===== src/npt_pkg.sv =====
// Purpose: shared constants for the protocol timer unit
// Assumes: classic Wishbone slave, word-indexed registers
// Notes:   byte address of a register is four times its index
package npt_pkg;

  // ----------------------------------------------------------
  // register indices
  // ----------------------------------------------------------
  localparam logic [5:0] REG_CTRL = 6'h00;
  localparam logic [5:0] REG_NRT  = 6'h01;
  localparam logic [5:0] REG_GP   = 6'h02;
  localparam logic [5:0] REG_PPON = 6'h03;
  localparam logic [5:0] REG_WU   = 6'h04;
  localparam logic [5:0] REG_CMD  = 6'h05;
  localparam logic [5:0] REG_TIRQ = 6'h06;
  localparam logic [5:0] REG_EIRQ = 6'h07;
  localparam logic [5:0] REG_STAT = 6'h08;

  // ----------------------------------------------------------
  // control fields, command bits, flag bits
  // ----------------------------------------------------------
  localparam int CTL_STEP   = 0;
  localparam int CTL_UNCOND = 1;
  localparam int CTL_PEER   = 2;
  localparam int CTL_GPT_LO = 3;
  localparam int CTL_GPT_HI = 4;
  localparam int CTL_MOD_LO = 5;
  localparam int CTL_MOD_HI = 7;
  localparam logic [7:0] CTRL_RST = 8'h00;
  localparam logic [15:0] LIM_RST = 16'hFFFF;

  localparam int CMD_NRT_GO   = 0;
  localparam int CMD_NRT_STOP = 1;
  localparam int CMD_GP_GO    = 2;
  localparam int CMD_WU_GO    = 3;
  localparam int CMD_STOP_ALL = 4;
  localparam int CMD_W        = 5;

  localparam int TIRQ_NRT  = 0;
  localparam int TIRQ_GP   = 1;
  localparam int TIRQ_PPON = 2;
  localparam int TIRQ_W    = 3;

  // ----------------------------------------------------------
  // step prescaler: 64 and 4096 carrier periods
  // ----------------------------------------------------------
  localparam int PRE_W = 12;
  localparam logic [5:0]  PRE_FINE_MAX   = 6'h3F;
  localparam logic [11:0] PRE_COARSE_MAX = 12'hFFF;

  typedef enum logic [2:0] {
    MODE_READER   = 3'h0,
    MODE_ACT_INIT = 3'h1,
    MODE_ACT_TGT  = 3'h2,
    MODE_BITRATE  = 3'h3,
    MODE_PAS_TGT  = 3'h4,
    MODE_WAKEUP   = 3'h5
  } npt_mode_t;

  typedef enum logic [1:0] {
    GPT_CMD   = 2'h0,
    GPT_RXS   = 2'h1,
    GPT_RXE   = 2'h2,
    GPT_TXOFF = 2'h3
  } npt_gpt_t;

endpackage


===== src/npt_presc.sv =====
// Purpose: carrier step prescaler for the crystal timers
// Assumes: fc_tick_i is a one-cycle pulse per carrier period
// Notes:   free running, so a start may lose up to one step
module npt_presc (
  // clock and reset
  input  wire logic clk_i,
  input  wire logic rst_i,
  // carrier
  input  wire logic fc_tick_i,
  input  wire logic run_i,
  // steps
  output logic      fine_o,
  output logic      coarse_o
);

  logic [npt_pkg::PRE_W-1:0] cnt_ff;
  logic [npt_pkg::PRE_W-1:0] nxt_cnt;
  logic                      adv;

  assign adv = fc_tick_i & run_i;
  assign fine_o = adv & (cnt_ff[5:0] == npt_pkg::PRE_FINE_MAX);
  assign coarse_o = adv & (cnt_ff == npt_pkg::PRE_COARSE_MAX);

  always_comb begin
    nxt_cnt = cnt_ff;
    if (adv) begin
      nxt_cnt = cnt_ff + 1'b1;
    end
  end

  always_ff @(posedge clk_i) begin
    if (rst_i) begin
      cnt_ff <= '0;
    end else begin
      cnt_ff <= nxt_cnt;
    end
  end

endmodule // npt_presc


===== src/npt_timer.sv =====
// Purpose: one restartable step timer
// Assumes: start has priority over stop, stop over a step
// Notes:   expires after max(limit,1) steps, then idles
module npt_timer #(
  parameter int W = 16
) (
  // clock and reset
  input  wire logic         clk_i,
  input  wire logic         rst_i,
  // control
  input  wire logic         start_i,
  input  wire logic         stop_i,
  input  wire logic         tick_i,
  input  wire logic [W-1:0] limit_i,
  // state
  output logic              running_o,
  output logic              expire_o
);

  typedef enum logic {TM_IDLE = 1'b0, TM_RUN = 1'b1} npt_tm_st_t;

  npt_tm_st_t     st_ff;
  npt_tm_st_t     nxt_st;
  logic [W-1:0]   cnt_ff;
  logic [W-1:0]   nxt_cnt;
  logic           exp_ff;
  logic           nxt_exp;

  always_comb begin
    nxt_st = st_ff;
    nxt_cnt = cnt_ff;
    nxt_exp = 1'b0;
    if (start_i) begin
      nxt_st = TM_RUN;
      nxt_cnt = '0;
    end else if (stop_i) begin
      nxt_st = TM_IDLE;
    end else if (st_ff == TM_RUN && tick_i) begin
      nxt_cnt = cnt_ff + 1'b1;
      if (nxt_cnt >= limit_i) begin
        nxt_st = TM_IDLE;
        nxt_exp = 1'b1;
      end
    end
  end

  always_ff @(posedge clk_i) begin
    if (rst_i) begin
      st_ff <= TM_IDLE;
      cnt_ff <= '0;
      exp_ff <= 1'b0;
    end else begin
      st_ff <= nxt_st;
      cnt_ff <= nxt_cnt;
      exp_ff <= nxt_exp;
    end
  end

  assign running_o = (st_ff == TM_RUN);
  assign expire_o = exp_ff;

endmodule // npt_timer


===== src/npt_top.sv =====
// Purpose: protocol timer unit with Wishbone register access
// Assumes: front-end events are one-cycle pulses on clk_i
// Notes:   flag registers clear on read; set wins over clear
module npt_top #(
  parameter int NRT_W = 16,
  parameter int GP_W  = 16,
  parameter int PP_W  = 16,
  parameter int WU_W  = 16
) (
  // clock and reset
  input  wire logic        clk_i,
  input  wire logic        rst_i,
  // wishbone slave
  input  wire logic        wb_cyc_i,
  input  wire logic        wb_stb_i,
  input  wire logic        wb_we_i,
  input  wire logic [7:2]  wb_adr_i,
  input  wire logic [3:0]  wb_sel_i,
  input  wire logic [31:0] wb_dat_i,
  output logic [31:0]      wb_dat_o,
  output logic             wb_ack_o,
  // front-end events
  input  wire logic        tx_end_i,
  input  wire logic        tx_field_off_i,
  input  wire logic        peer_field_on_i,
  input  wire logic        rx_start_i,
  input  wire logic        rx_end_i,
  input  wire logic        rx_busy_i,
  // clocks of the timers
  input  wire logic        fc_tick_i,
  input  wire logic        osc_ok_i,
  input  wire logic        rc_tick_i,
  // outputs
  output logic             rx_gate_o,
  output logic             rc_osc_en_o,
  output logic             irq_o
);

  // ----------------------------------------------------------
  // register file
  // ----------------------------------------------------------
  logic [7:0]              ctrl_ff;
  logic [7:0]              nxt_ctrl;
  logic [15:0]             nrt_lim_ff;
  logic [15:0]             nxt_nrt_lim;
  logic [15:0]             gp_lim_ff;
  logic [15:0]             nxt_gp_lim;
  logic [15:0]             pp_lim_ff;
  logic [15:0]             nxt_pp_lim;
  logic [15:0]             wu_lim_ff;
  logic [15:0]             nxt_wu_lim;
  logic [npt_pkg::CMD_W-1:0] cmd_ff;
  logic [npt_pkg::CMD_W-1:0] nxt_cmd;
  logic                    ack_ff;
  logic                    nxt_ack;
  logic [31:0]             rdat_ff;
  logic [31:0]             nxt_rdat;
  logic [31:0]             rmux;
  logic                    acc;
  logic                    wr;
  logic                    rd;

  // timer flags and status
  logic [npt_pkg::TIRQ_W-1:0] tirq_ff;
  logic [npt_pkg::TIRQ_W-1:0] nxt_tirq;
  logic [npt_pkg::TIRQ_W-1:0] tirq_set;
  logic                    wt_ff;
  logic                    nxt_wt;
  logic                    gate_ff;
  logic                    nxt_gate;
  logic                    clr_tirq;
  logic                    clr_eirq;

  // decoded control
  npt_pkg::npt_mode_t      mode;
  npt_pkg::npt_gpt_t       gpt;
  logic                    uncond;
  logic                    peer_start;
  logic                    active;
  logic                    stop_all;

  // timer hookups
  logic                    step_fine;
  logic                    step_coarse;
  logic                    nrt_tick;
  logic                    nrt_go;
  logic                    nrt_auto;
  logic                    nrt_halt;
  logic                    nrt_run;
  logic                    nrt_exp;
  logic                    gp_go;
  logic                    gp_run;
  logic                    gp_exp;
  logic                    pp_run;
  logic                    pp_exp;
  logic                    wu_go;
  logic                    wu_run;
  logic                    wu_exp;

  function automatic logic [15:0] merge16(input logic [15:0] old,
                                          input logic [31:0] dat,
                                          input logic [3:0]  sel);
    logic [15:0] res;
    res = old;
    if (sel[0]) res[7:0] = dat[7:0];
    if (sel[1]) res[15:8] = dat[15:8];
    return res;
  endfunction

  assign acc = wb_cyc_i & wb_stb_i & ~ack_ff;
  assign wr = acc & wb_we_i;
  assign rd = acc & ~wb_we_i;
  assign clr_tirq = rd & (wb_adr_i == npt_pkg::REG_TIRQ);
  assign clr_eirq = rd & (wb_adr_i == npt_pkg::REG_EIRQ);

  always_comb begin
    rmux = '0;
    unique case (wb_adr_i)
      npt_pkg::REG_CTRL: rmux[7:0] = ctrl_ff;
      npt_pkg::REG_NRT:  rmux[15:0] = nrt_lim_ff;
      npt_pkg::REG_GP:   rmux[15:0] = gp_lim_ff;
      npt_pkg::REG_PPON: rmux[15:0] = pp_lim_ff;
      npt_pkg::REG_WU:   rmux[15:0] = wu_lim_ff;
      npt_pkg::REG_TIRQ: rmux[npt_pkg::TIRQ_W-1:0] = tirq_ff;
      npt_pkg::REG_EIRQ: rmux[0] = wt_ff;
      npt_pkg::REG_STAT: rmux[5:0] = {osc_ok_i, gate_ff, wu_run,
                                      pp_run, gp_run, nrt_run};
      default:           rmux = '0;
    endcase
  end

  always_comb begin
    nxt_ctrl = ctrl_ff;
    nxt_nrt_lim = nrt_lim_ff;
    nxt_gp_lim = gp_lim_ff;
    nxt_pp_lim = pp_lim_ff;
    nxt_wu_lim = wu_lim_ff;
    nxt_cmd = '0;
    nxt_ack = acc;
    nxt_rdat = rdat_ff;
    if (wr) begin
      unique case (wb_adr_i)
        npt_pkg::REG_CTRL: if (wb_sel_i[0]) nxt_ctrl = wb_dat_i[7:0];
        npt_pkg::REG_NRT:  nxt_nrt_lim = merge16(nrt_lim_ff, wb_dat_i,
                                                 wb_sel_i);
        npt_pkg::REG_GP:   nxt_gp_lim = merge16(gp_lim_ff, wb_dat_i,
                                                wb_sel_i);
        npt_pkg::REG_PPON: nxt_pp_lim = merge16(pp_lim_ff, wb_dat_i,
                                                wb_sel_i);
        npt_pkg::REG_WU:   nxt_wu_lim = merge16(wu_lim_ff, wb_dat_i,
                                                wb_sel_i);
        npt_pkg::REG_CMD:  if (wb_sel_i[0]) begin
          nxt_cmd = wb_dat_i[npt_pkg::CMD_W-1:0];
        end
        default:           nxt_cmd = '0;
      endcase
    end
    if (rd) begin
      nxt_rdat = rmux;
    end
  end

  always_ff @(posedge clk_i) begin
    if (rst_i) begin
      ctrl_ff <= npt_pkg::CTRL_RST;
      nrt_lim_ff <= npt_pkg::LIM_RST;
      gp_lim_ff <= npt_pkg::LIM_RST;
      pp_lim_ff <= npt_pkg::LIM_RST;
      wu_lim_ff <= npt_pkg::LIM_RST;
      cmd_ff <= '0;
      ack_ff <= 1'b0;
      rdat_ff <= '0;
    end else begin
      ctrl_ff <= nxt_ctrl;
      nrt_lim_ff <= nxt_nrt_lim;
      gp_lim_ff <= nxt_gp_lim;
      pp_lim_ff <= nxt_pp_lim;
      wu_lim_ff <= nxt_wu_lim;
      cmd_ff <= nxt_cmd;
      ack_ff <= nxt_ack;
      rdat_ff <= nxt_rdat;
    end
  end

  assign wb_ack_o = ack_ff;
  assign wb_dat_o = rdat_ff;

  // ----------------------------------------------------------
  // decoded control
  // ----------------------------------------------------------
  assign mode = npt_pkg::npt_mode_t'(
                ctrl_ff[npt_pkg::CTL_MOD_HI:npt_pkg::CTL_MOD_LO]);
  assign gpt = npt_pkg::npt_gpt_t'(
               ctrl_ff[npt_pkg::CTL_GPT_HI:npt_pkg::CTL_GPT_LO]);
  assign uncond = ctrl_ff[npt_pkg::CTL_UNCOND];
  assign peer_start = ctrl_ff[npt_pkg::CTL_PEER];
  assign active = (mode == npt_pkg::MODE_ACT_INIT) ||
                  (mode == npt_pkg::MODE_ACT_TGT) ||
                  (mode == npt_pkg::MODE_BITRATE);
  assign stop_all = cmd_ff[npt_pkg::CMD_STOP_ALL];

  // ----------------------------------------------------------
  // no-response timer
  // ----------------------------------------------------------
  npt_presc u_presc (
    .clk_i     (clk_i),
    .rst_i     (rst_i),
    .fc_tick_i (fc_tick_i),
    .run_i     (osc_ok_i),
    .fine_o    (step_fine),
    .coarse_o  (step_coarse)
  );

  assign nrt_tick = ctrl_ff[npt_pkg::CTL_STEP] ? step_coarse
                                               : step_fine;

  always_comb begin
    nrt_auto = 1'b0;
    unique case (mode)
      npt_pkg::MODE_READER:   nrt_auto = tx_end_i;
      npt_pkg::MODE_ACT_INIT,
      npt_pkg::MODE_ACT_TGT:  nrt_auto = peer_start ? peer_field_on_i
                                                    : tx_field_off_i;
      npt_pkg::MODE_BITRATE:  nrt_auto = ~peer_start &
                                         tx_field_off_i;
      npt_pkg::MODE_PAS_TGT:  nrt_auto = 1'b0;
      npt_pkg::MODE_WAKEUP:   nrt_auto = 1'b0;
      default:                nrt_auto = 1'b0;
    endcase
  end

  assign nrt_go = cmd_ff[npt_pkg::CMD_NRT_GO] | nrt_auto;
  assign nrt_halt = cmd_ff[npt_pkg::CMD_NRT_STOP] |
                    (stop_all & ~uncond) |
                    (rx_start_i & ~uncond);

  npt_timer #(.W(NRT_W)) u_nrt (
    .clk_i     (clk_i),
    .rst_i     (rst_i),
    .start_i   (nrt_go),
    .stop_i    (nrt_halt),
    .tick_i    (nrt_tick),
    .limit_i   (nrt_lim_ff[NRT_W-1:0]),
    .running_o (nrt_run),
    .expire_o  (nrt_exp)
  );

  // receiver gate: reopened by a new start, closed on expiry unless uncond is set and rx_busy_i is high
  always_comb begin
    nxt_gate = gate_ff;
    if (nrt_go) begin
      nxt_gate = 1'b1;
    end else if (nrt_exp && (!uncond || !rx_busy_i)) begin
      nxt_gate = 1'b0;
    end
  end

  // ----------------------------------------------------------
  // general purpose, peer wait and wake timers
  // ----------------------------------------------------------
  always_comb begin
    gp_go = cmd_ff[npt_pkg::CMD_GP_GO];
    unique case (gpt)
      npt_pkg::GPT_CMD:   gp_go = cmd_ff[npt_pkg::CMD_GP_GO];
      npt_pkg::GPT_RXS:   gp_go = gp_go | rx_start_i;
      npt_pkg::GPT_RXE:   gp_go = gp_go | rx_end_i;
      npt_pkg::GPT_TXOFF: gp_go = gp_go | (active & tx_field_off_i);
    endcase
  end

  npt_timer #(.W(GP_W)) u_gp (
    .clk_i     (clk_i),
    .rst_i     (rst_i),
    .start_i   (gp_go),
    .stop_i    (stop_all),
    .tick_i    (step_fine),
    .limit_i   (gp_lim_ff[GP_W-1:0]),
    .running_o (gp_run),
    .expire_o  (gp_exp)
  );

  npt_timer #(.W(PP_W)) u_pp (
    .clk_i     (clk_i),
    .rst_i     (rst_i),
    .start_i   (active & tx_field_off_i),
    .stop_i    (stop_all | peer_field_on_i),
    .tick_i    (step_fine),
    .limit_i   (pp_lim_ff[PP_W-1:0]),
    .running_o (pp_run),
    .expire_o  (pp_exp)
  );

  assign wu_go = (cmd_ff[npt_pkg::CMD_WU_GO] &
                  (mode != npt_pkg::MODE_WAKEUP)) |
                 ((mode == npt_pkg::MODE_PAS_TGT) &
                  peer_field_on_i);

  npt_timer #(.W(WU_W)) u_wu (
    .clk_i     (clk_i),
    .rst_i     (rst_i),
    .start_i   (wu_go),
    .stop_i    (stop_all),
    .tick_i    (rc_tick_i),
    .limit_i   (wu_lim_ff[WU_W-1:0]),
    .running_o (wu_run),
    .expire_o  (wu_exp)
  );

  assign rc_osc_en_o = wu_run;

  // ----------------------------------------------------------
  // flags
  // ----------------------------------------------------------
  always_comb begin
    tirq_set = '0;
    tirq_set[npt_pkg::TIRQ_NRT] = nrt_exp;
    tirq_set[npt_pkg::TIRQ_GP] = gp_exp;
    tirq_set[npt_pkg::TIRQ_PPON] = pp_exp;
    nxt_tirq = (tirq_ff & ~{npt_pkg::TIRQ_W{clr_tirq}}) | tirq_set;
    nxt_wt = (wt_ff & ~clr_eirq) | wu_exp;
  end

  always_ff @(posedge clk_i) begin
    if (rst_i) begin
      tirq_ff <= '0;
      wt_ff <= 1'b0;
      gate_ff <= 1'b1;
    end else begin
      tirq_ff <= nxt_tirq;
      wt_ff <= nxt_wt;
      gate_ff <= nxt_gate;
    end
  end

  assign rx_gate_o = gate_ff;
  assign irq_o = (|tirq_ff) | wt_ff;
endmodule // npt_top


===== config.mk =====
export PLATFORM = sky130hd
export DESIGN_NAME = npt_top
export DESIGN_NICKNAME = d
export VERILOG_FILES = /design/src/npt_pkg.sv /design/src/npt_presc.sv /design/src/npt_timer.sv /design/src/npt_top.sv
export SDC_FILE = /design/constraint.sdc
export NUM_CORES = 1
export LEC_CHECK = 0
export ABC_AREA = 1
export ABC_CLOCK_PERIOD_IN_PS = 2200
export BUFFER_PORTS_ARGS = -buffer_cell sky130_fd_sc_hd__buf_2
export CAP_MARGIN = 15
export CORE_AREA = 2 2 184 186
export DETAILED_ROUTE_END_ITERATION = 16
export DIE_AREA = 0 0 186 188
export SYNTH_ARGS = -nofsm -noshare
export SYNTH_HDL_FRONTEND = slang
export SYNTH_HIERARCHICAL = 1
export SYNTH_SLANG_ARGS = --single-unit

===== constraint.sdc =====
create_clock -name clk_i -period 2.2 [get_ports clk_i]
set_clock_uncertainty 0.1 [all_clocks]
set_input_delay 0.33 -clock clk_i [delete_from_list [all_inputs] [get_ports clk_i]]
set_output_delay 0.33 -clock clk_i [all_outputs]
set_load 0.05 [all_outputs]

==> impl_metrics.py <==
metrics = {
    "clock_tree": {
        "root_buffer": "clkbuf_16",
        "cts_made_buffers": 17,
        "cts-hold-fix-buffers": 0,
        "cts_buffer_depth": 2,
        "cts_sinks": 183,
        "clk_pin_slew_worst_paths_ns": 0.07,
        "cts_tree": "done",
        "clk_latency_ns": 0.43,
        "cts.htree.levels": 4,
    },
    "floorplanning": {
        "start_util": 0.3254,
        "dieWidth_microns": 186,
        "rows": 67,
        "coreArea_sq_um": 33110,
        "dieArea_sq_um": 34970,
        "io_pins": 92,
        "die_h_microns": 188,
    },
    "final_layout": {
        "utilization": 0.4060,
        "diodes": 0,
        "final_cells": 2202,
        "stdcell_area_sq_um": 13450,
        "finalNetCount": 1866,
        "synthToLayoutAreaGrowth_pct": 24.78,
        "drive_gt1_frac": 0.2281,
    },
    "placed_design": {
        "io_buffers": 57,
        "dpl_cell_area_sq_um": 12320,
        "dp_hpwl_mm": 23.85,
        "gp_congestion": 0.8939,
        "dp.cells": 2135,
    },
    "grt": {
        "grt-ovfl-total": 0,
        "grt_pass1_vias": 9595,
        "track_usage": 0.1813,
        "antenna_found_initial": 1,
        "grt_max_degree": 36,
        "grt_pass1_wl_mm": 49.80,
    },
    "route": {
        "final_antenna_net_count": 0,
        "drt_wl_total_mm": 31.38,
        "via_per_inst": 4.686,
        "wl_per_cell_microns": 14.25,
        "num_vias": 10320,
        "first_pass_iters": 5,
        "drc": 0,
        "drtIter0Drc": 776,
    },
    "power_and_ir_drop": {
        "power_density_nw_per_um2": 501.3,
        "total_power_mw": 6.741,
        "vdd_drop_max_v": 0.0004455,
        "p_leak_nw": 7.225,
    },
    "timing": {
        "min_period_over_period": 1.130,
        "rsz0062_at_grt": "true",
        "hold_violations": 0,
        "finalSetupTns_ns": -1.518,
        "fmax_mhz": 402.1,
        "worstMarginPinSlew_ns": 0.6794,
        "worst_slack_ns": -0.2869,
        "setup_viol": 8,
        "max_slew_margin": 0.5465,
        "final_max_slew_viol_count": 0,
        "fin_crit_ns": 2.487,
    },
    "setup_path": {
        "cp-start-kind": "flip-flop",
        "required_ns": 2.40,
        "worstPathArrival_ns": 2.69,
        "path_class": "reg2reg",
        "cp-end-kind": "flip-flop",
        "cp_max_fo": 3,
    },
    "synth": {
        "yosysTopAreaCellShare": 0.3400,
        "yosysMostFrequentCell": "nand2_1",
        "dominantRegCellSynth": "dfxtp_1",
        "async_flop_share": 0,
        "synth_cell_type_count": 42,
        "synth_edf_count": 0,
        "yosysTopAreaCell": "dfxtp_1",
        "seq_area_frac_synth": 0.3400,
        "yosys_warnings": 6,
        "syn_area_per_cell_sq_um": 6.961,
        "syn_area_sq_um": 10780,
        "ys_ff_latch": 183,
        "synth_common_cells": "343 x nand2_1, 243 x inv_1, 183 x dfxtp_1",
        "yosys-top-cells-area": "dfxtp_1 34%, nand2_1 12%, inv_1 8.5%",
        "syn-instance-count": 1548,
    },
    "worst_hold_path": {
        "min_path_type": "in2reg",
    },
    "run_status": {
        "status": "finished, violations left",
        "violations": "setup timing",
    },
    "job": {
        "maxCapViolations": 0,
    },
}
==> layer usage <==
layer / wire length [microns] / global-route usage / part of all wire
met3: 1612 / 0.03399 / 0.051
met5: 0 / 0 / 0
met4: 494 / 0.03998 / 0.016
met2: 14730 / 0.2995 / 0.47
met1: 14550 / 0.2441 / 0.46
==> logic make-up (layout without fill, tap and decap cells) <==
group                      after synthesis  count (layout)  share of synthesized area
adders and majority gates               69              69                    0.08012
buffers and inverters                  316             507                     0.1201
DFF                                    183             183                     0.3400
AOI/OAI and AO/OA                      267             267                     0.1390
muxes                                    1               1                   0.001045
xor gates and xnor gates                32              32                    0.02601
other                                    1              16                  0.0003480
and+or+nand+nor                        679             679                     0.2934
==> cells in the final DEF (no fill, tap or decap), types with 6 or more instances in the layout <==
master / instances
dfxtp_2: 8
buf_6: 7
nand2_4: 7
buf_4: 139
clkbuf_16: 17
nand2_2: 33
nand4_1: 34
nand2_1: 328
dfxtp_1: 171
xor2_1: 23
inv_2: 19
ha_1: 59
a21oi_2: 9
nand3_1: 65
buf_2: 57
ha_4: 9
o211ai_1: 29
o21ai_1: 31
o22ai_1: 7
nor3_4: 7
a21oi_1: 105
o21bai_1: 9
nor2_4: 14
nor2_1: 148
inv_1: 242
nor2_2: 18
clkinvlp_4: 6
o21ai_0: 69
conb_1: 16
nand3_4: 8
==> timing repair <==
| item | 4_1_cts | 5_1_grt |
|---|---|---|
| setup endpoints to repair | 8 | 29 |
| buffers inserted | 12 | 22 |
| pin swaps | 26 | 41 |
| gates resized for setup | 25 | 45 |
| gates cloned | 0 | 1 |
==> power by group <==
part / total, mW / switching [mW] / internal (mW) / leakage [nW]
registers: 3.33 / 0.0103 / 3.32 / 1.48
clock network: 3.03 / 1.53 / 1.50 / 0.263
logic: 0.386 / 0.303 / 0.0831 / 5.48
total: 6.74 / 1.84 / 4.90 / 7.23
==> state kept, by name, indices dropped and copies added (netlist names), 5 cells and up <==
| name | cells |
|---|---|
| wu_lim_ff | 16 |
| u_wu/cnt_ff | 16 |
| cmd_ff | 5 |
| pp_lim_ff | 16 |
| u_pp/cnt_ff | 16 |
| ctrl_ff | 8 |
| u_gp/cnt_ff | 16 |
| nrt_lim_ff | 16 |
| gp_lim_ff | 16 |
| wb_dat_o | 16 |
| u_nrt/cnt_ff | 16 |
| u_presc/cnt_ff | 12 |
==> critical path, cell delays in order, from the launching register on <==
cell     delay (ns)
dfxtp_2        0.37
ha_4           0.14
nand2_2        0.06
inv_2          0.07
nand2_2        0.06
nor3_4         0.24
buf_4          0.15
nand4_1        0.10
nand2_1        0.08
nand2_1        0.07
ha_1           0.29
nand4_1        0.13
nor3_1         0.16
nand2_1        0.09
nand2_2        0.09
nand2_1        0.05
nand2_1        0.05
a21oi_1        0.05
==> through the flow <==
| stage | hold slack, ns | worst slack [ns] |
|---|---|---|
| after floorplan | 0.2991 | -0.04350 |
| after global placement | 0.3304 | -0.2216 |
| after detailed placement | 0.3358 | -0.2747 |
| after CTS | 0.07936 | -0.2265 |
| after global routing | 0.1060 | -0.4668 |
| final | 0.09755 | -0.2869 |
==> path summary, 6_finish.rpt <==
path                             startpoint                              to  slack (ns)  depth (start not counted)
max             u_wu/cnt_ff[1]$_SDFFE_PP0P_     u_wu/running_o$_SDFFE_PP0P_       -0.29                         17
min                             wb_dat_i[1]      nrt_lim_ff[1]$_SDFFE_PP1P_         0.1                          3
max reg2reg     u_wu/cnt_ff[1]$_SDFFE_PP0P_     u_wu/running_o$_SDFFE_PP0P_       -0.29                         17
min reg2reg  u_presc/cnt_ff[8]$_SDFFE_PP0P_  u_presc/cnt_ff[8]$_SDFFE_PP0P_        0.35                          2
==> layout make-up <==
| cell class | instances | area (sq um) |
|---|---|---|
| Clock buffer | 17 | 425.4 |
| Tap cell | 448 | 560.5 |
| Inverter | 270 | 1027 |
| Timing Repair Buffer | 204 | 1428 |
| Timing Repair inverter | 1 | 5.005 |
| Sequential cell | 183 | 3689 |
| Clock inverter | 15 | 138.9 |
| Fill cell | 3467 | 19670 |
| Multi-Input combinational cell | 1064 | 6172 |
Power figures use the tool's default switching activity.
